### src/inc/csc_params.svh
`ifndef CSC_PARAMS_SVH
`define CSC_PARAMS_SVH

`define CSC_ADDR_WRITE     8'hd2
`define CSC_ADDR_READ      8'hd3
`define CSC_READ_COUNT     8'h08

`define CSC_OFS_SPREAD     8'h00
`define CSC_OFS_GATE_LOW   8'h01
`define CSC_OFS_SPARE_TWO  8'h02
`define CSC_OFS_GATE_HIGH  8'h03
`define CSC_OFS_SPARE_FOUR 8'h04
`define CSC_OFS_SWING      8'h05
`define CSC_OFS_SPARE_SIX  8'h06
`define CSC_OFS_IDENT      8'h07

`define CSC_BIT_SPREAD     5
`define CSC_BIT_OUT0_GATE  6
`define CSC_BIT_OUT1_GATE  3
`define CSC_BIT_OUT5_GATE  7
`define CSC_BIT_OUT4_GATE  6
`define CSC_MSB_SWING_UP   7
`define CSC_LSB_SWING_UP   6
`define CSC_MSB_SWING_MID  5
`define CSC_LSB_SWING_MID  4
`define CSC_MSB_SWING_OUT0 1
`define CSC_LSB_SWING_OUT0 0

`define CSC_RST_SPREAD     1'b1
`define CSC_RST_GATE       1'b1
`define CSC_RST_SWING_UP   2'h0
`define CSC_RST_SWING_MID  2'h0
`define CSC_RST_SWING_OUT0 2'h1

// Identification nibbles: arbitrary values
`define CSC_REV_CODE       4'h3
`define CSC_MAKER_CODE     4'h5

`endif

### src/inc/csc_pkg.sv
package csc_pkg;

  typedef struct packed {
    logic       spreadOn;
    logic       out5Gate;
    logic       out4Gate;
    logic       out1Gate;
    logic       out0Gate;
    logic [1:0] swingSelUpperGroup;
    logic [1:0] swingSelMiddleGroup;
    logic [1:0] swingSelOut0;
  } csc_cfg_t;

  typedef struct packed {
    logic [5:0] diffTrue;
    logic [5:0] diffComp;
  } csc_diff_t;

  typedef enum logic [2:0] {
    CSC_IDLE  = 3'h0,
    CSC_ADDR  = 3'h1,
    CSC_INDEX = 3'h3,
    CSC_COUNT = 3'h2,
    CSC_WDATA = 3'h6,
    CSC_RDATA = 3'h7
  } csc_state_t;

endpackage

### src/core/csc_regs.sv
`include "csc_params.svh"

// Behaviour
// - Byte 0 bit 5 read/write spread enable, 1 gives down-spread, reset 1
// - Byte 1 bit 6 read/write enable of output 0, reset 1
// - Byte 1 bit 3 read/write enable of output 1, reset 1
// - Byte 3 bit 7 read/write enable of output 5, reset 1
// - Byte 3 bit 6 read/write enable of output 4, reset 1
// - Byte 5 bits 7:6 swing code of upper group, 700 to 1000 mV
// - Byte 5 bits 5:4 swing code of outputs 1 to 3
// - Byte 5 bits 1:0 swing code of output 0, reset 01 (800 mV)
// - Byte 7 read-only: revision nibble high, maker nibble low
// - Bytes 2, 4, 6 and unassigned bits are reserved, read as 0
// - Disabled output drives both legs low, enabled output toggles
// - Write: address, index, count, data bytes stored at rising index
// - Read: index write, restart, count byte then successive bytes
// - Bus address D2 hex for writes, D3 hex for reads
module csc_regs
  import csc_pkg::*;
(
  input  wire logic       ref_clk,
  input  wire logic       srst,
  input  wire logic       smbClk,
  input  wire logic       smbDatIn,
  output logic            smbDatOut,
  output logic            smbDatOe,
  output csc_cfg_t        cfgOut,
  output csc_diff_t       diffClockOut
);

  localparam csc_cfg_t CFG_RESET = '{
    spreadOn:            `CSC_RST_SPREAD,
    out5Gate:            `CSC_RST_GATE,
    out4Gate:            `CSC_RST_GATE,
    out1Gate:            `CSC_RST_GATE,
    out0Gate:            `CSC_RST_GATE,
    swingSelUpperGroup:  `CSC_RST_SWING_UP,
    swingSelMiddleGroup: `CSC_RST_SWING_MID,
    swingSelOut0:        `CSC_RST_SWING_OUT0
  };

  // Register image of one byte index
  function automatic logic [7:0] readByte(
    input logic [7:0] idx,
    input csc_cfg_t   cfg
  );
    logic [7:0] b;
    b = 8'h00;
    unique case (idx)
      `CSC_OFS_SPREAD:
        b[`CSC_BIT_SPREAD] = cfg.spreadOn;
      `CSC_OFS_GATE_LOW:
      begin
        b[`CSC_BIT_OUT0_GATE] = cfg.out0Gate;
        b[`CSC_BIT_OUT1_GATE] = cfg.out1Gate;
      end
      `CSC_OFS_GATE_HIGH:
      begin
        b[`CSC_BIT_OUT5_GATE] = cfg.out5Gate;
        b[`CSC_BIT_OUT4_GATE] = cfg.out4Gate;
      end
      `CSC_OFS_SWING:
      begin
        b[`CSC_MSB_SWING_UP:`CSC_LSB_SWING_UP] =
          cfg.swingSelUpperGroup;
        b[`CSC_MSB_SWING_MID:`CSC_LSB_SWING_MID] =
          cfg.swingSelMiddleGroup;
        b[`CSC_MSB_SWING_OUT0:`CSC_LSB_SWING_OUT0] =
          cfg.swingSelOut0;
      end
      `CSC_OFS_IDENT:
        b = {`CSC_REV_CODE, `CSC_MAKER_CODE};
      default:
        b = 8'h00;
    endcase
    return b;
  endfunction

  // Configuration after a byte write at one index
  function automatic csc_cfg_t writeByte(
    input logic [7:0] idx,
    input logic [7:0] d,
    input csc_cfg_t   cfg
  );
    csc_cfg_t c;
    c = cfg;
    unique case (idx)
      `CSC_OFS_SPREAD:
        c.spreadOn = d[`CSC_BIT_SPREAD];
      `CSC_OFS_GATE_LOW:
      begin
        c.out0Gate = d[`CSC_BIT_OUT0_GATE];
        c.out1Gate = d[`CSC_BIT_OUT1_GATE];
      end
      `CSC_OFS_GATE_HIGH:
      begin
        c.out5Gate = d[`CSC_BIT_OUT5_GATE];
        c.out4Gate = d[`CSC_BIT_OUT4_GATE];
      end
      `CSC_OFS_SWING:
      begin
        c.swingSelUpperGroup =
          d[`CSC_MSB_SWING_UP:`CSC_LSB_SWING_UP];
        c.swingSelMiddleGroup =
          d[`CSC_MSB_SWING_MID:`CSC_LSB_SWING_MID];
        c.swingSelOut0 =
          d[`CSC_MSB_SWING_OUT0:`CSC_LSB_SWING_OUT0];
      end
      default:
        c = cfg;
    endcase
    return c;
  endfunction

  // Pin synchronisers and edge history
  logic [1:0] sclSync_reg;
  logic [1:0] sdaSync_reg;
  logic       sclLast_reg;
  logic       sdaLast_reg;

  csc_state_t state_reg;
  csc_state_t state_next;
  logic [3:0] bitCnt_reg;
  logic [3:0] bitCnt_next;
  logic [7:0] rxShift_reg;
  logic [7:0] rxShift_next;
  logic [7:0] txShift_reg;
  logic [7:0] txShift_next;
  logic [7:0] index_reg;
  logic [7:0] index_next;
  logic [7:0] remain_reg;
  logic [7:0] remain_next;
  logic       ackOk_reg;
  logic       ackOk_next;
  logic       masterAck_reg;
  logic       masterAck_next;
  logic       oe_next;
  csc_cfg_t   cfg_reg;
  csc_cfg_t   cfg_next;
  logic       phase_reg;

  wire logic scl      = sclSync_reg[1];
  wire logic sda      = sdaSync_reg[1];
  wire logic sclRise  = scl & ~sclLast_reg;
  wire logic sclFall  = ~scl & sclLast_reg;
  wire logic startSeen = scl & sclLast_reg & ~sda & sdaLast_reg;
  wire logic stopSeen  = scl & sclLast_reg & sda & ~sdaLast_reg;
  wire logic lastData = (bitCnt_reg == 4'h7);
  wire logic ackSlot  = (bitCnt_reg == 4'h8);
  wire logic [7:0] rxByte = rxShift_reg;
  wire logic [7:0] curByte = readByte(index_reg, cfg_reg);
  wire logic addrWrite = (rxByte == `CSC_ADDR_WRITE);
  wire logic addrRead  = (rxByte == `CSC_ADDR_READ);
  wire logic isRead    = (state_reg == CSC_RDATA);

  always_comb
  begin
    state_next     = state_reg;
    bitCnt_next    = bitCnt_reg;
    rxShift_next   = rxShift_reg;
    txShift_next   = txShift_reg;
    index_next     = index_reg;
    remain_next    = remain_reg;
    ackOk_next     = ackOk_reg;
    masterAck_next = masterAck_reg;
    cfg_next       = cfg_reg;
    oe_next        = smbDatOe;
    if (stopSeen)
    begin
      state_next = CSC_IDLE;
      oe_next    = 1'b0;
    end
    else if (startSeen)
    begin
      // Start or repeated start: a new address byte follows; the
      // start's own clock fall wraps the count to zero
      state_next  = CSC_ADDR;
      bitCnt_next = 4'hf;
      oe_next     = 1'b0;
    end
    else if (state_reg != CSC_IDLE)
    begin
      if (sclRise)
      begin
        if (!ackSlot)
          rxShift_next = {rxShift_reg[6:0], sda};
        else if (isRead)
          masterAck_next = ~sda;
      end
      else if (sclFall)
      begin
        if (lastData)
        begin
          bitCnt_next = 4'h8;
          ackOk_next  = 1'b1;
          unique case (state_reg)
            CSC_ADDR:
              ackOk_next = addrWrite | addrRead;
            CSC_INDEX:
              index_next = rxByte;
            CSC_COUNT:
              remain_next = rxByte;
            CSC_WDATA:
            begin
              if (remain_reg != 8'h00)
              begin
                cfg_next    = writeByte(index_reg, rxByte, cfg_reg);
                index_next  = index_reg + 8'h01;
                remain_next = remain_reg - 8'h01;
              end
            end
            default:
              ackOk_next = 1'b0;
          endcase
          // Receiver acks by pulling low; transmitter releases
          oe_next = isRead ? 1'b0 : (state_reg == CSC_ADDR ?
            (addrWrite | addrRead) : 1'b1);
        end
        else if (ackSlot)
        begin
          bitCnt_next = 4'h0;
          oe_next     = 1'b0;
          unique case (state_reg)
            CSC_ADDR:
            begin
              if (!ackOk_reg)
                state_next = CSC_IDLE;
              else if (rxByte[0])
              begin
                // Byte count goes out ahead of the data
                state_next   = CSC_RDATA;
                txShift_next = `CSC_READ_COUNT;
                oe_next      = ~txShift_next[7];
              end
              else
                state_next = CSC_INDEX;
            end
            CSC_INDEX:
              state_next = CSC_COUNT;
            CSC_COUNT:
              state_next = CSC_WDATA;
            CSC_WDATA:
              state_next = CSC_WDATA;
            CSC_RDATA:
            begin
              if (masterAck_reg)
              begin
                txShift_next = curByte;
                index_next   = index_reg + 8'h01;
                oe_next      = ~txShift_next[7];
              end
              else
                state_next = CSC_IDLE;
            end
            default:
              state_next = CSC_IDLE;
          endcase
        end
        else
        begin
          bitCnt_next = bitCnt_reg + 4'h1;
          if (isRead)
          begin
            txShift_next = {txShift_reg[6:0], 1'b0};
            oe_next      = ~txShift_next[7];
          end
        end
      end
    end
  end

  always_ff @(posedge ref_clk)
  begin
    sclSync_reg <= {sclSync_reg[0], smbClk};
    sdaSync_reg <= {sdaSync_reg[0], smbDatIn};
    sclLast_reg <= sclSync_reg[1];
    sdaLast_reg <= sdaSync_reg[1];
  end

  always_ff @(posedge ref_clk)
  begin
    if (srst)
    begin
      state_reg     <= CSC_IDLE;
      bitCnt_reg    <= 4'h0;
      rxShift_reg   <= 8'h00;
      txShift_reg   <= 8'h00;
      index_reg     <= 8'h00;
      remain_reg    <= 8'h00;
      ackOk_reg     <= 1'b0;
      masterAck_reg <= 1'b0;
      cfg_reg       <= CFG_RESET;
      smbDatOe      <= 1'b0;
    end
    else
    begin
      state_reg     <= state_next;
      bitCnt_reg    <= bitCnt_next;
      rxShift_reg   <= rxShift_next;
      txShift_reg   <= txShift_next;
      index_reg     <= index_next;
      remain_reg    <= remain_next;
      ackOk_reg     <= ackOk_next;
      masterAck_reg <= masterAck_next;
      cfg_reg       <= cfg_next;
      smbDatOe      <= oe_next;
    end
  end

  // Outputs 2 and 3 have their gates outside this bank and stay running
  wire logic [5:0] gates = {cfg_reg.out5Gate, cfg_reg.out4Gate,
                            2'b11, cfg_reg.out1Gate, cfg_reg.out0Gate};

  always_ff @(posedge ref_clk)
  begin
    if (srst)
    begin
      phase_reg    <= 1'b0;
      diffClockOut <= '0;
      cfgOut       <= CFG_RESET;
      smbDatOut    <= 1'b0;
    end
    else
    begin
      phase_reg             <= ~phase_reg;
      diffClockOut.diffTrue <= gates & {6{phase_reg}};
      diffClockOut.diffComp <= gates & {6{~phase_reg}};
      cfgOut                <= cfg_reg;
      smbDatOut             <= 1'b0;
    end
  end

endmodule

### config.mk
export PLATFORM = sky130hd
export DESIGN_NAME = csc_regs
export DESIGN_NICKNAME = d
export VERILOG_FILES = /design/src/inc/csc_pkg.sv /design/src/core/csc_regs.sv
export VERILOG_INCLUDE_DIRS = /design/src /design/src/inc
export SDC_FILE = /design/constraint.sdc
export NUM_CORES = 1
export LEC_CHECK = 0
export BUFFER_PORTS_ARGS = -buffer_cell sky130_fd_sc_hd__buf_2
export CORE_MARGIN = 2
export CORE_UTILIZATION = 25
export CTS_CLUSTER_SIZE = 30
export DETAILED_ROUTE_END_ITERATION = 7
export HOLD_SLACK_MARGIN = 0.06
export MAX_ROUTING_LAYER = met4
export PLACE_DENSITY_LB_ADDON = 0.3
export SLEW_MARGIN = 20
export SYNTH_ARGS = -nofsm -noshare
export SYNTH_HDL_FRONTEND = slang
export SYNTH_SLANG_ARGS = --single-unit
### constraint.sdc
create_clock -name ref_clk -period 4.4 [get_ports ref_clk]
set_input_delay 0.44 -clock ref_clk [delete_from_list [all_inputs] [get_ports ref_clk]]
set_output_delay 0.44 -clock ref_clk [all_outputs]
set_load 0.01 [all_outputs]
==> results of run 1 <==
## power by group through the flow
stage	Clock, µW	Combinational (µW)	Sequential (µW)
CTS	784	52.3	735
floorplan	0	37.9	751
global route	821	57.6	736
detailed placement	0	52.0	751
finish	762	51.7	735
global placement	0	51.8	750
## per-layer routing
layer	global-route usage	routed length [µm]
met5	-	0
met4	0.0436	145
met3	0.0305	535
met2	0.188	4310
met1	0.164	4270
## synthesized netlist by cell type (3+ instances only)
master,n,share of area
a21oi_1,23,0.032
nor2b_1,14,0.024
o31ai_1,8,0.017
o21ai_0,20,0.028
a31oi_1,10,0.017
o211ai_1,5,0.010
dfxtp_1,79,0.44
nand3_1,18,0.025
a211oi_1,7,0.014
nor2_1,43,0.044
clkbuf_1,19,0.020
o311ai_0,5,0.012
nand4_1,3,0.0052
nor4_1,6,0.010
nand2_1,28,0.029
mux2i_1,15,0.041
ha_1,7,0.024
buf_4,4,0.0083
mux2_2,7,0.022
inv_1,16,0.017
and3b_1,4,0.0097
and3_1,6,0.010
and2_1,9,0.016
nor3b_1,3,0.0062
o22ai_1,4,0.0069
nor3_1,9,0.012
## through the flow
stage / cell area, µm² / setup slack (ns) / total power [µW] / cells
6_report: 4190 / 1.78 / 1550 / 618
2_1_floorplan: 3630 / 2.08 / 788 / 417
3_3_place_gp: 3880 / 1.89 / 802 / 602
3_5_place_dp: 3880 / 1.82 / 803 / 602
5_1_grt: 4190 / 1.63 / 1610 / 618
4_1_cts: 4190 / 1.81 / 1570 / 618
## critical path: stages (launching register included)
cell and delay [ns]:
dfxtp_1 0.59, or3_1 0.21, nand2_1 0.34, or4_4 0.70, or4_4 0.53, mux2i_1 0.14
## kinds of logic after synthesis
family / count (synthesis) / synth area share
AND/OR/NAND/NOR: 160 / 0.231
AO/OA/AOI/OAI: 102 / 0.186
flip-flops: 79 / 0.436
buffers and inverters: 44 / 0.0541
multiplexers: 22 / 0.0631
adder cells (fa/ha/maj): 7 / 0.0241
XOR/XNOR: 2 / 0.00483
other: 1 / 0.00103
## area by class of cell
type / instances / area, µm² / area share
multi-input cells: 294 / 1860 / 0.444
flip-flops and latches: 79 / 1580 / 0.378
well taps: 184 / 230 / 0.0550
clock buffers: 9 / 225 / 0.0538
repair buffers: 29 / 150 / 0.0359
clock inverters: 7 / 81.3 / 0.0194
inverters: 16 / 60.1 / 0.0143
## worst paths after layout
kind	start	to
worst max-delay path	state_reg[2]$_SDFFE_PP0P_	cfg_reg[7]$_SDFFE_PP1P_
worst min-delay path	smbClk	sclSync_reg[0]$_DFF_P_
worst max register to register	state_reg[2]$_SDFFE_PP0P_	cfg_reg[7]$_SDFFE_PP1P_
worst min register to register	sclSync_reg[0]$_DFF_P_	sclSync_reg[1]$_DFF_P_
==> flow_summary.yaml, run 1 <==
synthesis:
  seq_area_frac_synth: 0.436
  syn_area_per_cell_um2: 8.70
  ys_ff_latch: 79
  yosysWarningCount: 0
  postSynth.asyncResetShare: 0
  synth_fp_nets: 428
  synthDistinctLibCells: 57
  synthFlopType: "dfxtp_1"
  syn-instance-count: 417
  synth_edf_count: 0
  syn-cell-area_um2: 3630
placement:
  dpl.hpwl_um: 6430
  place_congestion: 0.830
  io_buffers: 27
timing:
  finClkSkew_ns: 0.00725
  slew_violations: 0
  period_needed_ns: 2.62
  whs_ns: 0.195
  fin_crit_sh: 0.596
  setup_viol: 0
  worst_pin_slew_ns: 0.883
  fmax_mhz: 381
  hold_viol_final: 0
  max_slew_margin: 0.408
  tns_ns: 0
  rsz0062_at_grt: "no"
worst_setup_path:
  worst_r2r_path_depth: 5
  cp.arrival_ns: 2.84
  rrSetupSlack_ns: 1.78
  path_class: "reg -> reg"
  worstPathMaxFanout: 16
  end_kind: "flip-flop"
  cp-start-kind: "flip-flop"
  crit_required_ns: 4.62
clock_tree:
  clock-sinks: 79
  cts-root-buf: "clkbuf_16"
  htreeDepth: 3
  clkSlewWorstSetupHoldPaths_ns: 0.06
  cts_hold_buf: 0
  cts_tree: "yes"
  numCtsBuffers: 9
  ctsResizeCount: 0
  postCtsSetupBuffers: 0
  cts_buffer_depth: 2
  clkLatencyLatePin_ns: 0.34
floorplan:
  initial_utilization: 0.253
  ioPinCount: 29
  die_area_um2: 15500
  die_h_um: 124
  coreArea_um2: 14400
  dieWidth_um: 124
  row_count: 44
min_path:
  hold_depth: 1
  hold_path.class: "in -> reg"
route:
  drt_first_iter_violations: 209
  wl_um: 9260
  drc: 0
  wl_per_cell_um: 15.0
  via_count: 3094
  dr.pass1.iters: 4
  final_antenna_net_count: 0
  viasPerCell: 5.01
cells_and_area:
  nets: 440
  drive_gt1_frac: 0.143
  final_cell_mix: "79 x dfxtp_1, 42 x nor2_1, 28 x nand2_1"
  num_antenna_cells: 0
  final_common_cell: "dfxtp_1"
  fin_util: 0.291
  area_growth_pct: 15.4
  nFillCells: 1524
global_route:
  grt_usage: 0.125
  antenna_found_initial: 0
  grt_pass1_wl_um: 15100
  first_global_vias: 2852
  grt_max_degree: 57
  grt_overflow_total: 0
power:
  p_seq_frac: 0.475
  p_leak_uw: 0.00157
  swShare: 0.230
  power_frac_clock: 0.492
  p_int_uw: 1190
  p_per_area_nw_per_um2: 370
  p_sw_uw: 356
  pwr-share-comb: 0.033
  ir_drop_mv: 0.162
flow_run:
  maxCapViolCount: 0
run_status:
  status: "complete, no violations"
Note: power is estimated with default switching activity, not from simulation.
==> run 2, diff against run 1 <==
- clock period: 4.4 -> 2.75 ns (I/O delays scaled with it)
==> flow_summary.yaml, run 2 (synthesized netlist as in run 1, its figures left out) <==
run_status:
  status: "complete, no violations"
worst_setup_path:
  cp-start-kind: "flip-flop"
  cp_slowest_cell: "or4_4"
  crit_required_ns: 2.98
  critPathTopFamily: "simple AND/OR/NAND/NOR gates"
  path_class: "reg -> reg"
  cp_cell_sequence: "ha_1 > nand3b_2 > or4_4 > or4_4 > mux2i_1"
  crit_buf_inv: 0
  cpMostUsedCell: "or4_4"
  worstPathMaxFanout: 8
  end_kind: "flip-flop"
  cp.arrival_ns: 2.54
  max_stage_delay_ns: 0.65
clock_tree:
  htreeDepth: 3
  clkSlewWorstSetupHoldPaths_ns: 0.07
  cts-root-buf: "clkbuf_16"
  cts_buffer_depth: 2
  cts_tree: "yes"
  numCtsBuffers: 9
  clock-sinks: 79
  clkLatencyLatePin_ns: 0.34
  postCtsSetupBuffers: 0
floorplan:
  coreArea_um2: 14400
  row_count: 44
  die_area_um2: 15500
  dieWidth_um: 124
  initial_utilization: 0.253
  die_h_um: 124
  ioPinCount: 29
timing:
  fmax_mhz: 433
  rsz0062_at_grt: "no"
  period_needed_ns: 2.31
  finClkSkew_ns: 0.00917
  fin_crit_sh: 0.840
  worst_pin_slew_ns: 0.591
  slew_violations: 0
  whs_ns: 0.326
  hold_viol_final: 0
  max_slew_margin: 0.605
  tns_ns: 0
  setup_viol: 0
cells_and_area:
  final_cell_mix: "79 x dfxtp_1, 43 x nor2_1, 28 x nand2_1"
  drive_gt1_frac: 0.152
  area_growth_pct: 16.4
  num_antenna_cells: 0
  nets: 448
  fin_util: 0.294
  final_common_cell: "dfxtp_1"
  final_area_um2: 4220
placement:
  place_area_um2: 3920
  io_buffers: 27
  place_congestion: 0.858
  dpl.hpwl_um: 6660
global_route:
  grt_max_degree: 35
  antenna_found_initial: 0
  first_global_vias: 2932
  grt_usage: 0.128
  grt_overflow_total: 0
  grt_pass1_wl_um: 15500
route:
  via_count: 3145
  wl_um: 9520
  dr.pass1.iters: 7
  drc: 0
  final_antenna_net_count: 0
  wl_per_cell_um: 15.2
  viasPerCell: 5.02
  drt_first_iter_violations: 245
flow_run:
  maxCapViolCount: 0
power:
  p_int_uw: 1810
  power_frac_clock: 0.471
  p_leak_uw: 0.00159
  swShare: 0.240
  p_sw_uw: 571
  ir_drop_mv: 0.286
  p_seq_frac: 0.493
  p_per_area_nw_per_um2: 565
  pwr-share-comb: 0.036
min_path:
  hold_path.class: "reg -> reg"
-- run 2: layout make-up --
| class | count | area (µm²) |
|---|---|---|
| repair buffers | 37 | 215 |
| clock inverters | 7 | 55.1 |
| clock buffers | 9 | 225 |
| flip-flops and latches | 79 | 1580 |
| fillers | 1516 | 10100 |
| multi-input cells | 294 | 1860 |
| well taps | 184 | 230 |
| inverters | 16 | 60.1 |
-- run 2: power groups by stage --
stage                     clock, µW  combinational, µW  sequential, µW
after CTS                      1150               87.2            1180
after detailed placement          0               84.8            1200
after floorplan                   0               60.6            1200
final                          1120               86.7            1180
after global placement            0               83.7            1200
after global routing           1200               94.8            1180
-- run 2: metal layers --
metal	vias up	GRT usage	wire, µm
li1	1550	-	-
met1	1469	0.162	4460
met2	110	0.198	4390
met3	16	0.0331	501
met4	0	0.0463	169
met5	-	-	0
-- run 2: path summary, 6_finish.rpt --
kind	startpoint	to	slack (ns)	cells after the start
setup / recovery	bitCnt_reg[0]$_SDFFE_PP0P_	cfg_reg[6]$_SDFFE_PP1P_	0.44	5
hold / removal	sdaSync_reg[0]$_DFF_P_	sdaSync_reg[1]$_DFF_P_	0.33	0
setup reg to reg	bitCnt_reg[0]$_SDFFE_PP0P_	cfg_reg[6]$_SDFFE_PP1P_	0.44	5
hold reg to reg	sdaSync_reg[0]$_DFF_P_	sdaSync_reg[1]$_DFF_P_	0.33	0
-- run 2: per-stage QoR --
stage | cells | power [µW] | worst slack (ns)
2_1_floorplan | 417 | 1260 | 0.431
3_3_place_gp | 608 | 1280 | 0.510
3_5_place_dp | 608 | 1290 | 0.454
4_1_cts | 626 | 2420 | 0.437
5_1_grt | 626 | 2470 | 0.315
6_report | 626 | 2390 | 0.439
-- run 2: repair_timing --
item                      in CTS  in global routing
hold buffers                   2                  0
hold endpoints to repair       2                  0
resized for setup              0                  0
